**config.mk**
```make
export PLATFORM = sky130hd
export DESIGN_NAME = roc_output_control
export DESIGN_NICKNAME = d
export VERILOG_FILES = /design/src/logic/roc_pkg.sv /design/src/logic/roc_output_control.sv
export SDC_FILE = /design/constraint.sdc
export NUM_CORES = 1
export LEC_CHECK = 0
export BUFFER_PORTS_ARGS = -buffer_cell sky130_fd_sc_hd__buf_2
export CORE_MARGIN = 4
export CORE_UTILIZATION = 52
export CTS_BUF_LIST = sky130_fd_sc_hd__clkbuf_2 sky130_fd_sc_hd__clkbuf_4 sky130_fd_sc_hd__clkbuf_8
export CTS_CLUSTER_DIAMETER = 60
export CTS_CLUSTER_SIZE = 28
export DETAILED_ROUTE_END_ITERATION = 8
export HOLD_SLACK_MARGIN = 0.15
export PLACE_DENSITY = 0.79
export SLEW_MARGIN = 20
export SYNTH_ARGS = -nofsm -noshare
export SYNTH_HDL_FRONTEND = slang
export SYNTH_SLANG_ARGS = --single-unit
```
**constraint.sdc**
```tcl
create_clock -name i_clock -period 2 [get_ports i_clock]
set_input_delay 0.3 -clock i_clock [delete_from_list [all_inputs] [get_ports i_clock]]
set_output_delay 0.3 -clock i_clock [all_outputs]
set_load 0.02 [all_outputs]
```
**src/logic/roc_pkg.sv**
```systemverilog
// Package of register map, key codes and field positions for the ring oscillator output control.
package roc_pkg;

    // ************************************************************
    // Register offsets (byte addresses)
    // ************************************************************
    localparam int          ADDR_W          = 8;
    localparam logic [7:0]  OFS_OSC_CTRL    = 8'h00;
    localparam logic [7:0]  OFS_STR_LOW     = 8'h04;
    localparam logic [7:0]  OFS_STR_HIGH    = 8'h08;
    localparam logic [7:0]  OFS_PAUSE       = 8'h0c;
    localparam logic [7:0]  OFS_POST_SCALER = 8'h10;
    localparam logic [7:0]  OFS_PHASE_CTRL  = 8'h14;
    localparam logic [7:0]  OFS_STATUS      = 8'h18;
    localparam logic [7:0]  OFS_ENTROPY     = 8'h1c;
    localparam logic [7:0]  OFS_DOWN_COUNT  = 8'h20;
    localparam logic [7:0]  OFS_IRQ_STATUS  = 8'h24;
    localparam logic [7:0]  OFS_IRQ_MASK    = 8'h28;

    // ************************************************************
    // Oscillator control codes
    // ************************************************************
    localparam logic [11:0] OSC_DISABLE     = 12'hd1e;
    localparam logic [11:0] OSC_ENABLE      = 12'hfab;
    localparam logic [11:0] RANGE_LOW       = 12'hfa4;
    localparam logic [11:0] RANGE_MEDIUM    = 12'hfa5;
    localparam logic [11:0] RANGE_HIGH      = 12'hfa7;
    localparam logic [11:0] RANGE_TOOHIGH   = 12'hfa6;
    localparam logic [11:0] RANGE_RESET     = 12'haa0;
    localparam int          CTRL_EN_LSB     = 12;
    localparam logic [15:0] STRENGTH_KEY    = 16'h9696;
    localparam int          STR_KEY_LSB     = 16;
    localparam logic [31:0] PAUSE_CODE      = 32'h636f6d61;
    localparam logic [31:0] RUN_CODE        = 32'h77616b65;

    // ************************************************************
    // Post-scaler and phase control
    // ************************************************************
    localparam logic [11:0] POST_KEY        = 12'haa0;
    localparam logic [11:0] POST_MAX_OFFSET = 12'h01f;
    localparam logic [5:0]  RATIO_OF_ZERO   = 6'h20;
    localparam logic [5:0]  RATIO_FALLBACK  = 6'h1f;
    localparam logic [5:0]  RATIO_RESET     = 6'h10;
    localparam logic [5:0]  RATIO_ONE       = 6'h01;
    localparam logic [7:0]  PHASE_KEY       = 8'haa;
    localparam int          PH_KEY_LSB      = 4;
    localparam int          PH_EN_BIT       = 3;
    localparam int          PH_FLIP_BIT     = 2;

    // ************************************************************
    // Status and interrupt bit positions
    // ************************************************************
    localparam int          ST_STABLE_BIT   = 31;
    localparam int          ST_BAD_BIT      = 24;
    localparam int          ST_RUN_BIT      = 16;
    localparam int          ST_EN_BIT       = 12;
    localparam int          IRQ_W           = 3;
    localparam int          IRQ_BAD         = 0;
    localparam int          IRQ_COUNT_DONE  = 1;
    localparam int          IRQ_STABLE      = 2;

endpackage : roc_pkg

```
**src/logic/roc_output_control.sv**
```systemverilog
// Ring oscillator output control: post-scaler, phase output, status, entropy bit and down counter.
`timescale 1ns/1ns

module roc_output_control
    import roc_pkg::*;
(
    // Clock and reset
    input  wire logic                i_clock,
    input  wire logic                i_srst,
    // Register port
    input  wire logic [ADDR_W-1:0]   i_addr,
    input  wire logic [31:0]         i_wdata,
    input  wire logic                i_wr,
    input  wire logic                i_rd,
    output logic      [31:0]         o_rdata,
    // Analog oscillator side
    input  wire logic                i_osc_level,
    input  wire logic                i_osc_stable,
    output logic                     o_osc_enable,
    output logic      [11:0]         o_osc_range,
    output logic      [23:0]         o_stage_strength,
    output logic                     o_osc_pause,
    // Divided clock outputs and interrupt
    output logic                     o_main_clock,
    output logic                     o_phase_clock,
    output logic                     o_irq
);

    // ************************************************************
    // Input synchronisers
    // ************************************************************
    logic [2:0]       osc_sync;
    logic [2:0]       stable_sync;
    logic             osc_lvl;
    logic             osc_rise;
    logic             stable_lvl;

    // Three stages; a level is accepted only when the second and third agree.
    always_ff @(posedge i_clock) begin
        if (i_srst) begin
            osc_sync    <= 3'h7;
            stable_sync <= 3'h0;
        end else begin
            osc_sync    <= {osc_sync[1:0], i_osc_level};
            stable_sync <= {stable_sync[1:0], i_osc_stable};
        end
    end

    // Filtered levels; the entropy bit reads one after reset.
    always_ff @(posedge i_clock) begin
        if (i_srst) begin
            osc_lvl    <= 1'b1;
            stable_lvl <= 1'b0;
        end else begin
            if (osc_sync[1] == osc_sync[2]) begin
                osc_lvl <= osc_sync[2];
            end
            if (stable_sync[1] == stable_sync[2]) begin
                stable_lvl <= stable_sync[2];
            end
        end
    end

    assign osc_rise = (osc_sync[1] == osc_sync[2]) && osc_sync[2] && !osc_lvl;

    // ************************************************************
    // Write decode
    // ************************************************************
    logic             wr_ctrl;
    logic             wr_str_low;
    logic             wr_str_high;
    logic             wr_pause;
    logic             wr_post;
    logic             wr_phase;
    logic             wr_status;
    logic             wr_count;
    logic             wr_irq_stat;
    logic             wr_irq_mask;
    logic [11:0]      post_offset;
    logic             bad_ctrl;
    logic             bad_write;

    assign wr_ctrl     = i_wr && (i_addr == OFS_OSC_CTRL);
    assign wr_str_low  = i_wr && (i_addr == OFS_STR_LOW);
    assign wr_str_high = i_wr && (i_addr == OFS_STR_HIGH);
    assign wr_pause    = i_wr && (i_addr == OFS_PAUSE);
    assign wr_post     = i_wr && (i_addr == OFS_POST_SCALER);
    assign wr_phase    = i_wr && (i_addr == OFS_PHASE_CTRL);
    assign wr_status   = i_wr && (i_addr == OFS_STATUS);
    assign wr_count    = i_wr && (i_addr == OFS_DOWN_COUNT);
    assign wr_irq_stat = i_wr && (i_addr == OFS_IRQ_STATUS);
    assign wr_irq_mask = i_wr && (i_addr == OFS_IRQ_MASK);
    assign post_offset = i_wdata[11:0] - POST_KEY;

    // Any coded field outside its legal set counts as an invalid write.
    always_comb begin
        bad_ctrl = 1'b0;
        if (wr_ctrl) begin
            if ((i_wdata[CTRL_EN_LSB +: 12] != OSC_DISABLE) && (i_wdata[CTRL_EN_LSB +: 12] != OSC_ENABLE)) begin
                bad_ctrl = 1'b1;
            end
            if ((i_wdata[11:0] != RANGE_LOW) && (i_wdata[11:0] != RANGE_MEDIUM) &&
                (i_wdata[11:0] != RANGE_HIGH) && (i_wdata[11:0] != RANGE_TOOHIGH)) begin
                bad_ctrl = 1'b1;
            end
        end
    end

    assign bad_write = bad_ctrl
        || ((wr_str_low || wr_str_high) && (i_wdata[STR_KEY_LSB +: 16] != STRENGTH_KEY))
        || (wr_pause && (i_wdata != PAUSE_CODE) && (i_wdata != RUN_CODE))
        || (wr_post && (post_offset > POST_MAX_OFFSET))
        || (wr_phase && (i_wdata[PH_KEY_LSB +: 8] != PHASE_KEY));

    // ************************************************************
    // Oscillator configuration registers
    // ************************************************************
    // A wrong enable code still enables: stopping the ring by accident would hang the chip.
    always_ff @(posedge i_clock) begin
        if (i_srst) begin
            o_osc_enable <= 1'b1;
            o_osc_range  <= RANGE_RESET;
        end else if (wr_ctrl) begin
            o_osc_enable <= (i_wdata[CTRL_EN_LSB +: 12] != OSC_DISABLE);
            o_osc_range  <= i_wdata[11:0];
        end
    end

    // Drive strengths: a wrong key clears all four stages of that register.
    always_ff @(posedge i_clock) begin
        if (i_srst) begin
            o_stage_strength <= 24'h000000;
        end else if (wr_str_low || wr_str_high) begin
            for (int s = 0; s < 4; s++) begin
                if (i_wdata[STR_KEY_LSB +: 16] == STRENGTH_KEY) begin
                    o_stage_strength[(wr_str_high ? 12 : 0) + s*3 +: 3] <= i_wdata[s*4 +: 3];
                end else begin
                    o_stage_strength[(wr_str_high ? 12 : 0) + s*3 +: 3] <= 3'h0;
                end
            end
        end
    end

    // Only the exact pause code pauses; everything else runs.
    always_ff @(posedge i_clock) begin
        if (i_srst) begin
            o_osc_pause <= 1'b0;
        end else if (wr_pause) begin
            o_osc_pause <= (i_wdata == PAUSE_CODE);
        end
    end

    // ************************************************************
    // Post-scaler and phase settings (software side)
    // ************************************************************
    logic [5:0]       req_ratio;
    logic [7:0]       phase_key;
    logic             req_en;
    logic             req_flip;
    logic [1:0]       req_shift;

    // Ratio decode from key plus offset.
    always_ff @(posedge i_clock) begin
        if (i_srst) begin
            req_ratio <= RATIO_RESET;
        end else if (wr_post) begin
            if (post_offset > POST_MAX_OFFSET) begin
                req_ratio <= RATIO_FALLBACK;
            end else if (post_offset == 12'h000) begin
                req_ratio <= RATIO_OF_ZERO;
            end else begin
                req_ratio <= post_offset[5:0];
            end
        end
    end

    // Phase control; a wrong key forces an enabled, unshifted output.
    always_ff @(posedge i_clock) begin
        if (i_srst) begin
            phase_key <= 8'h00;
            req_en    <= 1'b1;
            req_flip  <= 1'b0;
            req_shift <= 2'h0;
        end else if (wr_phase) begin
            phase_key <= i_wdata[PH_KEY_LSB +: 8];
            req_flip  <= i_wdata[PH_FLIP_BIT];
            if (i_wdata[PH_KEY_LSB +: 8] == PHASE_KEY) begin
                req_en    <= i_wdata[PH_EN_BIT];
                req_shift <= i_wdata[1:0];
            end else begin
                req_en    <= 1'b1;
                req_shift <= 2'h0;
            end
        end
    end

    // ************************************************************
    // Divider running on oscillator edges
    // ************************************************************
    logic [5:0]       act_ratio;
    logic             act_en;
    logic             act_flip;
    logic [1:0]       act_shift;
    logic [4:0]       div_cnt;
    logic [2:0]       main_hist;
    logic             main_level;
    logic             phase_level;
    logic             wrap;

    assign wrap       = (div_cnt == 5'(act_ratio - RATIO_ONE));
    assign main_level = (act_ratio == RATIO_ONE) ? osc_lvl : ({1'b0, div_cnt} < (act_ratio >> 1));
    assign phase_level = (act_shift == 2'h0) ? main_level : main_hist[act_shift - 2'h1];

    // New settings are taken only at the end of a period, so no runt pulse appears.
    always_ff @(posedge i_clock) begin
        if (i_srst) begin
            div_cnt   <= 5'h00;
            act_ratio <= RATIO_RESET;
            act_en    <= 1'b1;
            act_flip  <= 1'b0;
            act_shift <= 2'h0;
        end else if (osc_rise) begin
            if (wrap) begin
                div_cnt   <= 5'h00;
                act_ratio <= req_ratio;
                act_en    <= req_en;
                act_flip  <= req_flip;
                act_shift <= req_shift;
            end else begin
                div_cnt <= div_cnt + 5'h01;
            end
        end
    end

    // Delay line of the main level, one stage per oscillator clock.
    always_ff @(posedge i_clock) begin
        if (i_srst) begin
            main_hist <= 3'h0;
        end else if (osc_rise) begin
            main_hist <= {main_hist[1:0], main_level};
        end
    end

    // Registered clock outputs; the inversion has no meaning at ratio one.
    always_ff @(posedge i_clock) begin
        if (i_srst) begin
            o_main_clock  <= 1'b0;
            o_phase_clock <= 1'b0;
        end else begin
            o_main_clock  <= main_level;
            o_phase_clock <= act_en && (phase_level ^ (act_flip && (act_ratio != RATIO_ONE)));
        end
    end

    // ************************************************************
    // Status and down counter
    // ************************************************************
    logic             st_enabled;
    logic             st_running;
    logic             st_stable;
    logic             st_bad;
    logic [7:0]       down_count;
    logic             count_done;

    // Status levels start at zero and follow the oscillator a cycle after reset.
    always_ff @(posedge i_clock) begin
        if (i_srst) begin
            st_enabled <= 1'b0;
            st_running <= 1'b0;
            st_stable  <= 1'b0;
        end else begin
            st_enabled <= o_osc_enable;
            st_running <= o_osc_enable && !o_osc_pause;
            st_stable  <= o_osc_enable && !o_osc_pause && stable_lvl;
        end
    end

    // Invalid-write flag: write one to clear, a new invalid write wins.
    always_ff @(posedge i_clock) begin
        if (i_srst) begin
            st_bad <= 1'b0;
        end else if (bad_write) begin
            st_bad <= 1'b1;
        end else if (wr_status && i_wdata[ST_BAD_BIT]) begin
            st_bad <= 1'b0;
        end
    end

    assign count_done = osc_rise && (down_count == 8'h01) && !wr_count;

    // Down counter: a write always loads, even in the cycle of an oscillator edge.
    always_ff @(posedge i_clock) begin
        if (i_srst) begin
            down_count <= 8'h00;
        end else if (wr_count) begin
            down_count <= i_wdata[7:0];
        end else if (osc_rise && (down_count != 8'h00)) begin
            down_count <= down_count - 8'h01;
        end
    end

    // ************************************************************
    // Interrupts
    // ************************************************************
    logic [IRQ_W-1:0] irq_stat;
    logic [IRQ_W-1:0] irq_mask;
    logic [IRQ_W-1:0] irq_set;
    logic             stable_prev;

    always_ff @(posedge i_clock) begin
        if (i_srst) begin
            stable_prev <= 1'b0;
        end else begin
            stable_prev <= st_stable;
        end
    end

    always_comb begin
        irq_set                 = '0;
        irq_set[IRQ_BAD]        = bad_write;
        irq_set[IRQ_COUNT_DONE] = count_done;
        irq_set[IRQ_STABLE]     = st_stable && !stable_prev;
    end

    // Sticky bits; a set in the cycle of its clear is kept.
    always_ff @(posedge i_clock) begin
        if (i_srst) begin
            irq_stat <= '0;
            irq_mask <= '0;
        end else begin
            irq_stat <= (irq_stat & ~(wr_irq_stat ? i_wdata[IRQ_W-1:0] : '0)) | irq_set;
            if (wr_irq_mask) begin
                irq_mask <= i_wdata[IRQ_W-1:0];
            end
        end
    end

    assign o_irq = |(irq_stat & irq_mask);

    // ************************************************************
    // Read back
    // ************************************************************
    logic [31:0]      rd_value;

    // Reserved bits read zero; unmapped offsets read zero.
    always_comb begin
        rd_value = 32'h00000000;
        case (i_addr)
            OFS_OSC_CTRL: begin
                rd_value[CTRL_EN_LSB +: 12] = o_osc_enable ? OSC_ENABLE : OSC_DISABLE;
                rd_value[11:0]              = o_osc_range;
            end
            OFS_STR_LOW: begin
                for (int s = 0; s < 4; s++) rd_value[s*4 +: 3] = o_stage_strength[s*3 +: 3];
            end
            OFS_STR_HIGH: begin
                for (int s = 0; s < 4; s++) rd_value[s*4 +: 3] = o_stage_strength[12 + s*3 +: 3];
            end
            OFS_PAUSE:       rd_value = o_osc_pause ? PAUSE_CODE : RUN_CODE;
            OFS_POST_SCALER: rd_value[11:0] = POST_KEY + {7'h00, req_ratio[4:0]};
            OFS_PHASE_CTRL:  rd_value[11:0] = {phase_key, req_en, req_flip, req_shift};
            OFS_STATUS: begin
                rd_value[ST_STABLE_BIT] = st_stable;
                rd_value[ST_BAD_BIT]    = st_bad;
                rd_value[ST_RUN_BIT]    = st_running;
                rd_value[ST_EN_BIT]     = st_enabled;
            end
            OFS_ENTROPY:     rd_value[0] = osc_lvl;
            OFS_DOWN_COUNT:  rd_value[7:0] = down_count;
            OFS_IRQ_STATUS:  rd_value[IRQ_W-1:0] = irq_stat;
            OFS_IRQ_MASK:    rd_value[IRQ_W-1:0] = irq_mask;
            default:         rd_value = 32'h00000000;
        endcase
    end

    // Read data stand only in the cycle after the strobe.
    always_ff @(posedge i_clock) begin
        if (i_srst) begin
            o_rdata <= 32'h00000000;
        end else begin
            o_rdata <= i_rd ? rd_value : 32'h00000000;
        end
    end
endmodule : roc_output_control

```
After elaboration in Yosys (flattened, before gate mapping)
Index checks and enable logic that the tools add are counted.
{ "word_totals": {"regBits": 135, "latchBits": 0, "ramBits": 0, "rom_bits": 0, "inputBits": 46, "word_cells": 196, "mem_count": 0} }
{ "classes": {"add_sub_neg": 13, "n_mul": 0, "n_div": 0, "n_lt_le_gt_ge": 3, "n_eq_ne": 29, "shifts": 12, "mux": 52, "bitwise": 7, "reduce_logical": 49} }
{ "ops": {"columns": ["op", "count"], "rows": [
  ["$mux 24", 10],
  ["$bwmux 24", 8],
  ["$shift 3x33->24 const A", 4],
  ["$shiftx 3x33->24", 4],
  ["$shiftx 3x33->24 const A", 4],
  ["$neg 32->33", 3],
  ["$ne 12x12->1 const B", 6],
  ["$ne 32x31->1 const B", 2],
  ["$neg 5->33", 1],
  ["$add 32x3->32 const B", 1],
  ["$add 32x4->32 const B", 1],
  ["$eq 32x31->1 const B", 1],
  ["$eq 8x5->1 const B", 4],
  ["$logic_and 1x1->1", 30],
  ["$mux 29", 1],
  ["$eq 8x6->1 const B", 3],
  ["$pmux 3 s7", 1],
  ["$pmux 2 s9", 1],
  ["$pmux 3 s6", 1],
  ["$eq 16x16->1 const B", 1],
  ["$eq 8x4->1 const B", 2],
  ["$mux 8", 2],
  ["$ne 16x16->1 const B", 1],
  ["$pmux 1 s5", 3],
  ["other kinds (47)", 70]
]} }

Logic depth before layout (Yosys ltp)
{ "logic_depth": {"word_depth": 19, "mapped_depth": 9, "depth_no_buf": 7} }

Worst setup path before layout
OpenSTA, ideal clock, no wires.
{ "synth_timing": {"path_kind": "input port to flip-flop", "from": "in i_wdata[5]", "to": "reg st_bad", "arrival_time_ns": 1.963, "required_ns": 1.867, "path_slack_ns": -0.095, "stages": 8, "n_path_buf": 1, "path_cell_list": "clkbuf_1 > inv_1 > ha_1 > or3b_2 > a211o_1 > and2_1 > a211oi_1 > a31oi_1"} }
{ "synth_between": {"elab_chain_cells": 11, "elab_cells_between_ends": 24} }
{ "synth_lines": {"columns": ["item", "line_no", "source"], "rows": [
  ["start, declared", "roc_output_control.sv:12", "input wire logic [31:0] i_wdata,"],
  ["parallel branches: the longest is 9 deep, another holds $sub 12x12->12", null, null],
  ["$logic_or 1x1->1 *", "roc_output_control.sv:113", "|| (wr_phase && (i_wdata[PH_KEY_LSB +: 8] != PHASE_KEY));"],
  ["$mux 1 or $reduce_bool 2->1 (tied branches)", null, null],
  ["end signal, assigned", "roc_output_control.sv:281", "st_bad <= 1'b0;"],
  ["end signal, assigned", "roc_output_control.sv:283", "st_bad <= 1'b1;"],
  ["end signal, assigned", "roc_output_control.sv:285", "st_bad <= 1'b0;"],
  ["end, declared", "roc_output_control.sv:261", "logic st_bad;"]
]} }
Every way passes the cells marked *.
A chain may end at the register's enable or synchronous reset.

Worst setup path after layout
{ "layout_timing": {"from": "reg act_ratio[1]", "to": "reg act_ratio[4]"} }
{ "layout_between": {"elab_chain_cells": 3} }
{ "layout_lines": {"columns": ["item", "line_no", "source"], "rows": [
  ["start, declared", "roc_output_control.sv:200", "logic [5:0] act_ratio;"],
  ["start signal, assigned", "roc_output_control.sv:225", "act_ratio <= req_ratio;"],
  ["$sub 5x1->5", "roc_output_control.sv:210", "assign wrap = (div_cnt == 5'(act_ratio - RATIO_ONE));"],
  ["$eq 5x5->1", "roc_output_control.sv:210", null],
  ["$reduce_and 2->1 (no source line)", null, null]
]} }
Every way passes these cells.

==> impl_metrics.toml <==
[clocking]
cts_root_buf = "clkbuf_8"
cts_tree = "built"
tritoncts.num_buffers = 17
clk_pin_slew_ns = 0.07
clk_latency_ns = 0.45
cts.sinks = 128
cts.path.max_buffers = 2
cts_htree_levels = 4

[logic_synthesis]
syn_area_sq_um = 6070
synth.top_cell.area_share_pct = 42.2
yosysSeqAreaShare_pct = 42.2
ys_ff_latch = 128
syn_area_per_cell_sq_um = 8.35
synth_top_area_cell = "dfxtp_1"
ys_top_cells_by_area = "dfxtp_1 42%, a21oi_1 5.6%, nand2_1 5.5%, nand3_1 4.1%, nor2_1 3.5%"
ys_types = 66
ys.flop_type = "dfxtp_1"
synth_edf_count = 0
yosysMostFrequentCell = "dfxtp_1"
syn_inst = 727
yosys-top-cells-count = "128 x dfxtp_1, 89 x nand2_1, 68 x a21oi_1, 56 x nor2_1, 50 x nand3_1"
async_flop_share_pct = 0
yosys_warnings = 0
syn_nets = 785

[layout]
final_util_pct = 65.7
regArea_sq_um = 2560
n_fill_cell = 994
antenna_cells = 0
drive_above_1_share_pct = 26.5
final_nets = 940
multi_input_area_sq_um = 3160
areaGrowthSynthToFinish_pct = 23.6

[floorplanning]
die_y_microns = 116
floorplan.rows = 39
initial_core_util_pct = 53.2
pin_count = 119
core_area_sq_um = 11400
dieArea_sq_um = 13500
die_width_microns = 116

[sta]
fin_tns_setup_ns = 0
clock.fmax_ghz = 0.524
worstMarginPinSlew_ns = 0.796
fin_crit_sh_pct = 95.5
holdWs_ns = 0.174
maxSlewViolCount = 0
fin_crit_ns = 1.91
hold_viol_final = 0
rsz0062_at_grt = "no"
slew_headroom_pct = 46.9
finalSetupViolCount = 0
clock_skew_ns = 0.00914

[pwr]
pwr-share-seq_pct = 51.4
ir_drop_v = 0.000508
power.switching_w = 0.00118
p_int_w = 0.00382
total_leakage_power_nw = 3.11
powerDensity_nw_per_um2 = 666
pwr-share-clk_pct = 42.1
pwr-share-comb_pct = 6.5
power.share.switching_pct = 23.6

[grt]
grt.met3_usage_pct = 5.27
use_met2_pct = 47.3
grt_use_total_pct = 29.7
busiest_layer = "met2"
gr-total-overflow = 0
grt_use_met1_pct = 40.9
grt_pass1_vias = 5708
grt_max_degree = 75
antenna_found_initial = 0
grt_pass1_wl_microns = 30600

[routing]
wl_per_cell_microns = 19.1
vias_per_cell = 5.98
wl_microns = 19800
drc = 0
vias = 6201
drt-initial-drc-count = 665
ant_nets = 0
drt-pass1-iter-count = 7

[min_path]
min_path_type = "primary input to flop"
hold_start = "i_wdata[11]"
worstHoldPathCells = 3
hold_end = "o_osc_range[11]$_SDFFE_PP1P_"

[worst_setup_path]
start_kind = "flop"
max_stage_delay_ns = 0.36
critical_path_class = "flop to flop"
worstPathRequired_ns = 2.32
r2r_end = "act_ratio[4]$_SDFFE_PP1P_"
r2r_slack_ns = 0.09
path_cells = "inv_1 > ha_1 > xnor2_2 > mux2_2 > o21a_2 > nor2_1 > buf_4 > o211ai_1"
endpoint_kind = "flop"
cpMaxStageDelayCell = "mux2_2"
worst-endpoint-arrival_ns = 2.23
rr_worst_depth = 8
crit_fanout = 10
reg2reg_from = "act_ratio[1]$_SDFFE_PP0P_"

[place]
port_buffers = 117
place_congestion = 0.978
dp_hpwl_microns = 14800

[job]
max_cap_viol_count = 0

[status]
outcome = "complete, no violations"
how the worst max path moves through the flow:
stage,from,end,slack [ns],cells after the start
2_1_floorplan,i_wdata[5],st_bad$_SDFFE_PP0P_,0.03,8
6_report,act_ratio[1]$_SDFFE_PP0P_,act_ratio[4]$_SDFFE_PP1P_,0.09,8
3_3_place_gp,i_wdata[17],st_bad$_SDFFE_PP0P_,-0.06,6
5_1_grt,act_ratio[0]$_SDFFE_PP0P_,act_ratio[4]$_SDFFE_PP1P_,0.002,8
3_5_place_dp,i_addr[4],o_rdata[2]$_SDFF_PP0_,-0.08,6
4_1_cts,act_ratio[1]$_SDFFE_PP0P_,act_ratio[4]$_SDFFE_PP1P_,0.003,8
timing repair:
action | 4_1_cts | 5_1_grt
setup endpoints to repair | 0 | 17
hold buffers | 6 | 0
buffers inserted | 0 | 0
resized for setup | 0 | 3
hold endpoints to repair | 8 | 0
critical path, delay by kind of cell (launching register included):
| kind | cells | cell delay, ns |
|---|---|---|
| compound gates | 2 | 0.37 |
| simple gates | 1 | 0.10 |
| mux | 1 | 0.36 |
| flops | 1 | 0.33 |
| xor+xnor | 1 | 0.18 |
| fa+ha+maj | 1 | 0.24 |
| buf+inv | 2 | 0.21 |
metrics by stage:
| stage | instance area [sq um] | power, W | setup slack, ns | instances |
|---|---|---|---|---|
| after floorplan | 6080 | 0.00278 | 0.0302 | 727 |
| after global placement | 7070 | 0.00293 | -0.0603 | 1000 |
| after detailed placement | 7070 | 0.00293 | -0.0821 | 1000 |
| after CTS | 7500 | 0.00500 | 0.00312 | 1037 |
| after global routing | 7510 | 0.00515 | 0.00170 | 1037 |
| final | 7510 | 0.00500 | 0.0907 | 1037 |
logic make-up (layout without fill, tap and decap cells):
logic type               Yosys count  after routing  share of synthesized area [%]
AND/OR/NAND/NOR                  314            314                           26.9
AO/OA/AOI/OAI                    160            160                           16.4
flip-flops                       128            128                           42.2
buffers and inverters             73            240                           5.85
multiplexers                      21             21                           3.48
XOR/XNOR                          18             18                           2.60
adder cells (fa/ha/maj)           12             12                           2.47
other                              1              1                         0.0618
flip-flops by register name, summed over array words and instances, names as in the netlist, 2 cells and up, named ones only:
register / cells
main_hist: 3
act_shift: 2
irq_stat: 3
act_ratio: 6
o_stage_strength: 15
req_ratio: 6
irq_mask: 3
div_cnt: 5
req_shift: 2
osc_sync: 3
stable_sync: 3
phase_key: 8
o_rdata: 25
down_count: 8
o_osc_range: 12
layer usage:
metal,part of all wire [%],vias up
li1,-,2900
met4,2.1,0
met2,45,325
met1,43,2937
met3,9.9,39
met5,0,-
cell type report:
class | count | share of cell area (%)
well taps | 143 | 2.38
clock buffers | 25 | 4.17
inverters | 23 | 1.15
flip-flops and latches | 128 | 34.1
clock inverters | 6 | 0.767
multi-input cells | 526 | 42.2
repair buffers | 186 | 15.2
cell usage in the layout (no fill, tap or decap), types with 4 or more instances in the layout:
master         count
o21ai_0           28
a211oi_1           9
buf_4             61
a22oi_1           10
a31oi_1            8
nand2b_1           6
and3_1             5
clkinv_2           4
dlygate4sd3_1      6
and2_1             6
a221oi_1           6
inv_1             23
xnor2_1            7
nand4_1           11
nor2b_1           13
ha_1              12
mux2i_1           20
dfxtp_1          128
buf_2            117
a222oi_1           6
clkbuf_8          20
clkbuf_4           5
xor2_1            10
or2_2              4
nor2_1            56
nand3_1           50
nand2_1           89
nor4b_1            4
nor4_1             7
nor3_1            25
o211ai_1           5
a21oi_1           68
power by group through the flow:
stage	clock, W	sequential, W	combinational (W)
after global placement	0	0.00262	0.000305
after global routing	0.00224	0.00257	0.000346
after detailed placement	0	0.00263	0.000306
after floorplan	0	0.00263	0.000151
after CTS	0.00212	0.00257	0.000317
final	0.00210	0.00257	0.000325
No activity file was read; power rests on OpenSTA's default activity.
